<file path="config.mk">
export PLATFORM = sky130hd
export DESIGN_NAME = mnpe_exec
export DESIGN_NICKNAME = d
export VERILOG_FILES = /design/src/hdl/mnpe_pkg.sv /design/src/hdl/mnpe_stack.sv /design/src/hdl/mnpe_exec.sv
export VERILOG_INCLUDE_DIRS = /design/src /design/src/hdl
export SDC_FILE = /design/constraint.sdc
export NUM_CORES = 1
export LEC_CHECK = 0
export ABC_CLOCK_PERIOD_IN_PS = 3900
export BUFFER_PORTS_ARGS = -buffer_cell sky130_fd_sc_hd__buf_2
export CAP_MARGIN = 0
export CORE_MARGIN = 5
export CORE_UTILIZATION = 55
export DETAILED_ROUTE_END_ITERATION = 16
export PLACE_DENSITY_LB_ADDON = 0.08
export SYNTH_ARGS = -nofsm -noshare
export SYNTH_HDL_FRONTEND = slang
export SYNTH_SLANG_ARGS = --single-unit
</file>
<file path="constraint.sdc">
create_clock -name clk -period 3.9 [get_ports clk]
set_input_delay 0.78 -clock clk [delete_from_list [all_inputs] [get_ports clk]]
set_output_delay 0.78 -clock clk [all_outputs]
set_load 0.01 [all_outputs]
</file>
<file path="src/hdl/mnpe_defines.svh">
`ifndef MNPE_DEFINES_SVH
`define MNPE_DEFINES_SVH

// ****************************************
// opcode patterns
// ****************************************
`define MNPE_MUL_PREFIX 7'h01
`define MNPE_NEG_PREFIX 7'h36
`define MNPE_POP_WORD 16'h0006
`define MNPE_NOP_ZERO 16'h0000
`define MNPE_NOP_PREFIX 4'hF
`define MNPE_BANK_BIT 8

// ****************************************
// access bank split
// ****************************************
`define MNPE_ACCESS_SPLIT 8'h80
`define MNPE_ACCESS_LOW_BANK 4'h0
`define MNPE_ACCESS_HIGH_BANK 4'hF

// ****************************************
// status flag positions and resets
// ****************************************
`define MNPE_FLAG_C 0
`define MNPE_FLAG_DC 1
`define MNPE_FLAG_Z 2
`define MNPE_FLAG_OV 3
`define MNPE_FLAG_N 4
`define MNPE_FLAGS_RST 5'h00
`define MNPE_BYTE_RST 8'h00
`define MNPE_ADDR_RST 12'h000

`endif

</file>
<file path="src/hdl/mnpe_pkg.sv">
package mnpe_pkg;
	typedef enum logic [1:0] {PH_Q1, PH_Q2, PH_Q3, PH_Q4} mnpe_phase_t;
	typedef enum logic [2:0] {OP_NONE, OP_MUL, OP_NEG, OP_POP, OP_NOP} mnpe_op_t;
endpackage : mnpe_pkg

</file>
<file path="src/hdl/mnpe_stack.sv">
module mnpe_stack #(
	parameter int DEPTH = 31,
	parameter int WIDTH = 21,
	parameter int DEPTH_W = $clog2(DEPTH + 1)
) (
	input wire logic clk,
	input wire logic resetn,
	input wire logic clk_en,
	input wire logic push,
	input wire logic [WIDTH-1:0] push_data,
	input wire logic pop,
	output logic [WIDTH-1:0] top,
	output logic [DEPTH_W-1:0] depth
);
	import mnpe_pkg::*;

	// ****************************************
	// top kept in its own flop, older entries below
	// ****************************************
	logic [WIDTH-1:0] below [DEPTH-1];
	logic [WIDTH-1:0] next_below [DEPTH-1];
	logic [WIDTH-1:0] next_top;
	logic [DEPTH_W-1:0] next_depth;

	always_comb begin
		next_below = below;
		next_top = top;
		next_depth = depth;
		// push on a full stack is dropped; pop on an empty one does nothing
		if (push && depth < DEPTH_W'(DEPTH)) begin
			if (depth != '0) begin
				next_below[depth - DEPTH_W'(1)] = top;
			end
			next_top = push_data;
			next_depth = depth + DEPTH_W'(1);
		end else if (pop && depth != '0) begin
			next_top = (depth > DEPTH_W'(1)) ? below[depth - DEPTH_W'(2)] : '0;
			next_depth = depth - DEPTH_W'(1);
		end
	end

	always_ff @(posedge clk or negedge resetn) begin
		if (!resetn) begin
			for (int i = 0; i < DEPTH - 1; i++) begin
				below[i] <= '0;
			end
			top <= '0;
			depth <= '0;
		end else if (clk_en) begin
			below <= next_below;
			top <= next_top;
			depth <= next_depth;
		end
	end
endmodule : mnpe_stack

</file>
<file path="src/hdl/mnpe_exec.sv">
// Behaviour
// [RULE1] opcode 0000001a ffffffff multiplies working register by file register, unsigned.
// [RULE2] full 16-bit product goes to product_high (upper) and product_low (lower).
// [RULE3] multiply leaves working register and file register unchanged; only product written.
// [RULE4] multiply changes no status flag; zero product is not flagged.
// [RULE5] bank bit zero selects access bank; one uses bank_select_reg.
// [RULE6] opcode 0110110a ffffffff negates file register: inverted value plus one.
// [RULE7] negate writes back to same location, updating N, overflow, C, digit carry, Z.
// [RULE8] opcode 0x0006 pops the return stack top, flags untouched.
// [RULE9] after pop the previous entry becomes top; depth drops by one.
// [RULE10] all-zero word or upper nibble 1111 is no-operation changing nothing.
// [RULE11] each instruction is one word, one cycle: read, process, write in quarters.
`include "mnpe_defines.svh"

module mnpe_exec #(
	parameter int STACK_DEPTH = 31,
	parameter int PC_W = 21,
	parameter int DEPTH_W = $clog2(STACK_DEPTH + 1)
) (
	input wire logic clk,
	input wire logic resetn,
	input wire logic clk_en,
	input wire logic instr_valid,
	input wire logic [15:0] instr,
	input wire logic [7:0] w_reg,
	input wire logic [3:0] bank_select_reg,
	input wire logic [7:0] mem_rdata,
	input wire logic push_req,
	input wire logic [PC_W-1:0] push_data,
	output mnpe_pkg::mnpe_phase_t phase,
	output logic [11:0] mem_addr,
	output logic mem_rd,
	output logic mem_wr,
	output logic [7:0] mem_wdata,
	output logic [7:0] product_high,
	output logic [7:0] product_low,
	output logic [4:0] status_flags,
	output logic [PC_W-1:0] return_stack_top,
	output logic [DEPTH_W-1:0] stack_depth,
	output logic instr_done
);
	import mnpe_pkg::*;

	// ****************************************
	// state
	// ****************************************
	mnpe_phase_t next_phase;
	mnpe_op_t op, next_op;
	logic [11:0] next_mem_addr;
	logic next_mem_rd, next_mem_wr, next_instr_done;
	logic [7:0] next_mem_wdata, operand, next_operand, w_copy, next_w_copy;
	logic [15:0] product, next_product;
	logic [7:0] next_product_high, next_product_low;
	logic [4:0] flags_pend, next_flags_pend, next_status_flags;
	logic [8:0] neg_sum;
	logic [4:0] neg_low;
	logic stack_pop, stack_push;
	mnpe_op_t dec_op;
	logic [11:0] dec_addr;

	// ****************************************
	// decode
	// ****************************************
	always_comb begin
		dec_op = OP_NONE;
		if (instr[15:9] == `MNPE_MUL_PREFIX) begin
			dec_op = OP_MUL; // RULE1
		end else if (instr[15:9] == `MNPE_NEG_PREFIX) begin
			dec_op = OP_NEG; // RULE6
		end else if (instr == `MNPE_POP_WORD) begin
			dec_op = OP_POP; // RULE8
		end else if (instr == `MNPE_NOP_ZERO || instr[15:12] == `MNPE_NOP_PREFIX) begin
			dec_op = OP_NOP; // RULE10
		end
		// access bank keeps low ram and the special registers reachable without bank switching
		if (!instr[`MNPE_BANK_BIT]) begin
			dec_addr = {(instr[7:0] < `MNPE_ACCESS_SPLIT) ? `MNPE_ACCESS_LOW_BANK
				: `MNPE_ACCESS_HIGH_BANK, instr[7:0]}; // RULE5
		end else begin
			dec_addr = {bank_select_reg, instr[7:0]}; // RULE5
		end
	end

	// ****************************************
	// negate arithmetic
	// ****************************************
	always_comb begin
		neg_sum = {1'b0, ~operand} + 9'h001; // RULE6
		neg_low = {1'b0, ~operand[3:0]} + 5'h01;
	end

	// ****************************************
	// quarter phase sequence
	// ****************************************
	always_comb begin
		next_phase = phase;
		next_op = op;
		next_mem_addr = mem_addr;
		next_mem_rd = 1'b0;
		next_mem_wr = mem_wr;
		next_mem_wdata = mem_wdata;
		next_operand = operand;
		next_w_copy = w_copy;
		next_product = product;
		next_product_high = product_high;
		next_product_low = product_low;
		next_flags_pend = flags_pend;
		next_status_flags = status_flags;
		next_instr_done = 1'b0;
		unique case (phase)
			PH_Q1: begin
				next_phase = PH_Q2;
				next_op = instr_valid ? dec_op : OP_NONE;
				if (instr_valid && (dec_op == OP_MUL || dec_op == OP_NEG)) begin
					next_mem_addr = dec_addr;
					next_mem_rd = 1'b1; // RULE11
				end
			end
			PH_Q2: begin
				next_phase = PH_Q3;
				next_operand = mem_rdata;
				next_w_copy = w_reg;
			end
			PH_Q3: begin
				next_phase = PH_Q4;
				next_product = {8'h00, w_copy} * {8'h00, operand}; // RULE1
				if (op == OP_NEG) begin
					next_mem_wdata = neg_sum[7:0]; // RULE7
					next_mem_wr = 1'b1; // RULE7
					next_flags_pend[`MNPE_FLAG_C] = neg_sum[8];
					next_flags_pend[`MNPE_FLAG_DC] = neg_low[4];
					next_flags_pend[`MNPE_FLAG_Z] = (neg_sum[7:0] == 8'h00);
					next_flags_pend[`MNPE_FLAG_OV] = operand[7] & neg_sum[7];
					next_flags_pend[`MNPE_FLAG_N] = neg_sum[7];
				end
			end
			PH_Q4: begin
				next_phase = PH_Q1;
				next_mem_wr = 1'b0;
				next_instr_done = (op != OP_NONE); // RULE11
				if (op == OP_MUL) begin // RULE3
					next_product_high = product[15:8]; // RULE2
					next_product_low = product[7:0]; // RULE2
				end
				// multiply, pop and no-operation keep the flags
				if (op == OP_NEG) begin // RULE4
					next_status_flags = flags_pend; // RULE7
				end
			end
		endcase
	end

	always_ff @(posedge clk or negedge resetn) begin
		if (!resetn) begin
			phase <= PH_Q1;
			op <= OP_NONE;
			mem_addr <= `MNPE_ADDR_RST;
			mem_rd <= 1'b0;
			mem_wr <= 1'b0;
			mem_wdata <= `MNPE_BYTE_RST;
			operand <= `MNPE_BYTE_RST;
			w_copy <= `MNPE_BYTE_RST;
			product <= 16'h0000;
			product_high <= `MNPE_BYTE_RST;
			product_low <= `MNPE_BYTE_RST;
			flags_pend <= `MNPE_FLAGS_RST;
			status_flags <= `MNPE_FLAGS_RST;
			instr_done <= 1'b0;
		end else if (clk_en) begin
			phase <= next_phase;
			op <= next_op;
			mem_addr <= next_mem_addr;
			mem_rd <= next_mem_rd;
			mem_wr <= next_mem_wr;
			mem_wdata <= next_mem_wdata;
			operand <= next_operand;
			w_copy <= next_w_copy;
			product <= next_product;
			product_high <= next_product_high;
			product_low <= next_product_low;
			flags_pend <= next_flags_pend;
			status_flags <= next_status_flags;
			instr_done <= next_instr_done;
		end
	end

	// ****************************************
	// return stack
	// ****************************************
	// pushes are taken only in q2 so they never meet a pop, which acts in q3
	always_comb begin
		stack_push = push_req && phase == PH_Q2;
		stack_pop = (phase == PH_Q3) && (op == OP_POP); // RULE8
	end

	mnpe_stack #(
		.DEPTH(STACK_DEPTH),
		.WIDTH(PC_W),
		.DEPTH_W(DEPTH_W)
	) u_stack (
		.clk(clk),
		.resetn(resetn),
		.clk_en(clk_en),
		.push(stack_push),
		.push_data(push_data),
		.pop(stack_pop), // RULE9
		.top(return_stack_top),
		.depth(stack_depth)
	);
endmodule : mnpe_exec

</file>
=== Yosys cells after proc, flatten, opt, wreduce, memory -nomap -nowiden ===
Index checks and enable logic that the tools add are counted.

* $add $sub $neg: 5
* Multipliers: 1
* $lt $le $gt $ge: 6
* Equality and inequality tests: 13
* Multiplexer cells: 24
* Bitwise logic cells: 5
* Reductions and logical operators: 25

{| class="wikitable"
|+ Operators with widths
! operator !! count
|-
| $bwmux W630 || 1
|-
| $mux W21 || 6
|-
| $bmux W21 S5 || 1
|-
| $demux W21 S5 || 1
|-
| $reduce_and A3 Y1 || 6
|-
| $eq A16 B3 Y1 const B || 1
|-
| $logic_not A16 Y1 || 1
|-
| $mul A8 B8 Y16 || 1
|-
| $mux W3 || 5
|-
| $ge A6 B6 Y1 const B || 2
|-
| $mux W12 || 1
|-
| $not A5 Y6 || 2
|-
| $mux W5 || 2
|-
| $add A8 B1 Y9 const B || 1
|-
| $eq A3 B2 Y1 const B || 3
|-
| $logic_not A8 Y1 || 1
|-
| $lt A8 B8 Y1 const B || 1
|-
| $not A8 Y8 || 1
|-
| $pmux W2 S4 || 1
|-
| $reduce_and A2 Y1 || 4
|-
| $eq A7 B1 Y1 const B || 1
|-
| $eq A7 B6 Y1 const B || 1
|-
| $eq A3 B1 Y1 const B || 2
|-
| $logic_and A1 B1 Y1 || 6
|-
| other kinds (21) || 27
|}

* Flip-flop bits (word level): 742
* Input port bits: 62
* Output and inout port bits: 72
* Logic and storage cells: 125

=== Longest topological paths before layout ===
* Depth after elaboration: 11
* Depth in mapped cells: 17

=== Cells and area by module ===
From an unflattened synthesis, not the netlist that was laid out.

* Cell total of the unflattened synthesis: 2,596
* Area, all modules: 36,065.8 µm²

{| class="wikitable"
|+ By module, submodules not included
! module !! times used !! cells an instance !! area each (µm²) !! sequential area each (µm²)
|-
| mnpe_stack || 1 || 2,064 || 30,410.4 || 16,415.7
|-
| mnpe_exec || 1 || 532 || 5,655.4 || 2,127.0
|}

=== Worst setup path before layout ===
OpenSTA, ideal clock, no wires.

* Path kind: reg-to-reg
* Start: reg operand[2]
* End: reg product[13]
* Library setup time: 78 ps
* Arrival time: 4,169 ps
* Required time: 3,822 ps
* Slack: -347 ps
* Stages on the path, launching flop included: 15
* Path buffers: 1
* Clock period less this slack: 4,247 ps
* Cell sequence: dfrtp_1 -> clkbuf_1 -> and2_1 -> fa_1 -> fa_1 -> fa_1 -> inv_1 -> fa_1 -> inv_1 -> ha_1 -> and2_1 -> a221oi_1 -> a21boi_0 -> o41ai_1 -> o21bai_1

* Cells in the longest elaborated chain, start to end: 1

{| class="wikitable"
|+ RTL lines
! element !! RTL line !! source
|-
| from (decl) || mnpe_exec.sv:51 || <nowiki>logic [7:0] next_mem_wdata, operand, next_operand, w_copy, next_w_copy;</nowiki>
|-
| from (signal assigned) || mnpe_exec.sv:161 || <nowiki>operand <= `MNPE_BYTE_RST;</nowiki>
|-
| from (signal assigned) || mnpe_exec.sv:176 || <nowiki>operand <= next_operand;</nowiki>
|-
| $mul A8 B8 Y16 || mnpe_exec.sv:126 || <nowiki>next_product = {8'h00, w_copy} * {8'h00, operand};</nowiki>
|-
| to (signal assigned) || mnpe_exec.sv:178 || <nowiki>product <= next_product;</nowiki>
|-
| to (decl) || mnpe_exec.sv:52 || <nowiki>logic [15:0] product, next_product;</nowiki>
|}

No other way between the ends.
A chain may end at the register's enable or synchronous reset.

=== Worst setup path after layout ===
* Start: reg operand[4]
* End: reg product[14]

Same word-level chain as after synthesis.

==> impl_results.md <==
- Number of cells in the finished layout apart from fillers: roughly 3500
- Worst path setup slack after routing: -186 ps
- Antenna cell count: 0
- CP endpoint kind: flop
- Startpoint kind of the worst setup timing path: flop
- DP Wirelength: about 58000 um
- Top library cells by usage in the layout, fill and taps aside: dfrtp_1 (732), mux2_2 (700), mux4_2 (162)
- Number of antenna violations at the first check in global routing: 1
- Area share of the leading cell type in the synthesized netlist: 51.8%
- Most common cell after layout, fill and taps aside: dfrtp_1
- Die Y-Extent: 265 um
- Post-synth EDFFs: 0
- Worst-case clock skew: ~17 ps
- RSZ-0062 raised after global routing: true
- Max-slew headroom at the worst pin: a little over a quarter
- Max Slew Vio Count: 0
- Number of buffers inserted during clock tree synthesis: slightly below 80
- Cell internal power dissipation: between 0.02 and 0.025 W
- Slowest Stage Delay on Critical Path: around 560 ps
- Clk pin slew, worst setup/hold paths: about 60 ps
- Full die area: approximately 70000 um2
- Largest area contributor in the synthesized netlist: dfrtp_1
- Residual antenna-violating net count after detailed routing: 0
- Actual slew at the worst max-slew pin: ~1100 ps
- Synth Area per Inst: ~14 um2
- Total grt overflow: 0
- Number of DRC violations after detailed-routing iteration 0: about 1300
- Sequential share of power: roughly 29%
- Cell family contributing the most delay on the critical path: adder cells
- Share of post-route cells with drive strength above 1: slightly below 50%
- Crit path max fanout: 7
- Number of max-capacitance violations reported: 0
- Via count of the first global-routing pass: roughly 23000
- Routability congestion estimate: between 0.8 and 0.9
- Worst endpoint data arrival time: 4580 ps
- Tot GR Track Use: approximately 26%
- Number of placed instances, taps included: between 3000 and 4000
- Number of instances in the synthesized netlist: between 2000 and 2500
- Result of the run: finished with violations
- Sink Count: ~740
- Final clock period utilization by the worst path: 105%
- Post-synth net total: ~2600
- Setup violations, final: 6
- Final hold violation count: 0
- Startpoint of the worst register-to-register path: operand[4]
- Global-route wire length before repair: around 140000 um
- Sequential element share of the synthesized area: around half
- Ranking of synthesized cells by area: dfrtp_1 (52%), mux2_2 (22%), mux4_2 (10%)
- Die X-Extent: 265 um
- Relative contribution of the clock network to total power: around a fifth
- Count of nets after finishing: between 2000 and 3000
- Async set-or-reset flop fraction in the synthesized netlist: 100%
- Hold slack final: ~180 ps
- Number of distinct library cells after synthesis: 62
- Failing checks: setup timing
- Number of H-tree levels: 3
- CP dominant cell by count: fa_1
- Sequence of cells on the critical path: and2_4, fa_1, fa_1, fa_1, inv_1, fa_1, inv_2, ha_4, or3_4, o221a_4, a311oi_2, xor2_1, o21ai_1
- Power density normalized to cell area: slightly below 900 nW/um2
- Number of buffers and inverters on the critical path: 2
- Worst setup path start: operand[4]
- Initial core utilization: 55.5%
- Relative contribution of combinational cells to total power: approximately 50%
- Number of flip-flops and latches in the synthesized netlist: roughly 740
- Net Switching: about 0.014 W
- Detailed Route WL: 89300 um
- Yosys synthesis warning count: 0
- Via-per-instance ratio: just over 6
- Crit path time final: 4090 ps
- Relative area change from synthesis to final layout: 13.5%
- Share of the core filled with cells in the final layout: a little over three fifths
- Non-Filler Cell Area, Final: between 40000 and 50000 um2
- Mean routed wirelength per cell: about 25 um
- Clk root buf: clkbuf_16
- Via total after detailed routing: between 20000 and 25000
- Static leakage: 20.2 nW
- Clock network latency to the later pin of the worst-skew pair: around 630 ps
- Number of top-level pins: around 130
- PortBufs: 133
- Area post-placement: roughly 38000 um2
- Number of rows in the core area: between 90 and 100
- DRT Pass-1 Iters: 5
- Category of the critical setup timing path: reg -> reg
- Combined area of all synthesized cells: between 30000 and 40000 um2
- Switching share of power: between 30% and 40%
- Total core area: approximately 64000 um2
- Number of buffers on the longest clock path: 3
- CTS tree: built
- Total Power Consumption: approximately 0.035 W
- VDD IR-drop max: around 1.9 mV
- Top achievable clock speed: between 0.2 and 0.25 GHz
- Primary FF master, synth: dfrtp_1
- Hold Path Class: in -> async
- Worst-path cell with the longest stage delay: fa_1
- Largest net degree at the start of global routing: between 100 and 150
- CP Data Required Time: 4390 ps
- Remaining DRCs: 0
power groups by stage:
stage | registers, W | logic, W | clock network, W
2_1_floorplan | 0.00993 | 0.0117 | 0
3_3_place_gp | 0.0102 | 0.0170 | 0
3_5_place_dp | 0.0103 | 0.0173 | 0
4_1_cts | 0.0102 | 0.0176 | 0.00751
5_1_grt | 0.0104 | 0.0195 | 0.00781
6_report | 0.0102 | 0.0178 | 0.00735
state kept, by name, summed over array words and instances, names as in the netlist, 8 cells and up:
name	count
product	16
operand	8
u_stack.below	630
mem_addr	12
product_low	8
u_stack.top	21
product_high	8
mem_wdata	8
w_copy	8
synthesized netlist by cell type (all sizes together), types with 7 or more instances:
library cell / count
dfrtp: 741
o31ai: 7
clkbuf: 100
buf: 108
and3: 15
a31oi: 9
fa: 36
nand3: 25
xnor2: 11
mux4: 162
a221oi: 31
o21ai: 42
xor2: 13
a21o: 9
o211ai: 7
nand2: 126
nor2: 49
ha: 53
o22ai: 17
inv: 57
a21oi: 29
nor3: 9
mux2: 701
and2: 55
worst reg2reg max path: cells and delay by family, from the launching register on:
| kind | cells | cell delay, ps |
|---|---|---|
| buf+inv | 2 | 100 |
| compound gates | 3 | 570 |
| xor+xnor | 1 | 180 |
| flops | 1 | 450 |
| fa+ha+maj | 5 | 2160 |
| simple gates | 2 | 500 |
stage by stage:
stage               setup slack (ps)  TNS [ps]
floorplan                       -165      -386
global placement                -264     -1460
finish                          -186      -828
detailed placement              -291     -1690
global route                    -323     -1920
CTS                             -248     -1170
cell families (layout without fill, tap and decap cells):
family / Yosys count / after routing / synth area share [%]
muxes: 867 / 867 / 32.4
and+or+nand+nor: 307 / 307 / 4.14
buffers and inverters: 266 / 465 / 3.68
AOI/OAI and AO/OA: 181 / 181 / 3.45
xor gates and xnor gates: 24 / 24 / 0.630
DFF: 741 / 741 / 51.8
adders and majority gates: 89 / 89 / 3.87
layout make-up:
class | instances | area, um2
fill | 4952 | 23900
clock inverter | 20 | 206
timing repair buffer | 273 | 2140
inverter | 58 | 218
sequential | 741 | 18600
clock buffer | 114 | 2320
tap | 855 | 1070
multi-input combinational | 1468 | 16100
final timing paths:
kind | slack [ps] | depth (start not counted) | end
min in group clk | 400 | 2 | w_copy[1]
worst max-delay path | -190 | 13 | product[14]
worst min-delay path | 180 | 1 | product_low[4]
max in group asynchronous | 2630 | 2 | u_stack.below[430]
worst min register to register | 480 | 2 | mem_wdata[4]
worst max register to register | -190 | 13 | product[14]
timing repair:
item                       4_1_cts  5_1_grt
gates resized for setup         15       13
pin swaps                       11       11
hold buffers                     0        0
buffers inserted                 2        3
setup endpoints to repair        8        8
hold endpoints to repair         0        0
per-layer routing:
| layer | up-vias | track usage (%) | part of all wire, % |
|---|---|---|---|
| met3 | 154 | 4.43 | 4.8 |
| met1 | 11448 | 35.9 | 44 |
| li1 | 9299 | - | - |
| met2 | 522 | 42.5 | 49 |
| met4 | 2 | 6.48 | 2.4 |
| met5 | - | 0 | 0.015 |
(Power assumes the default switching activity.)
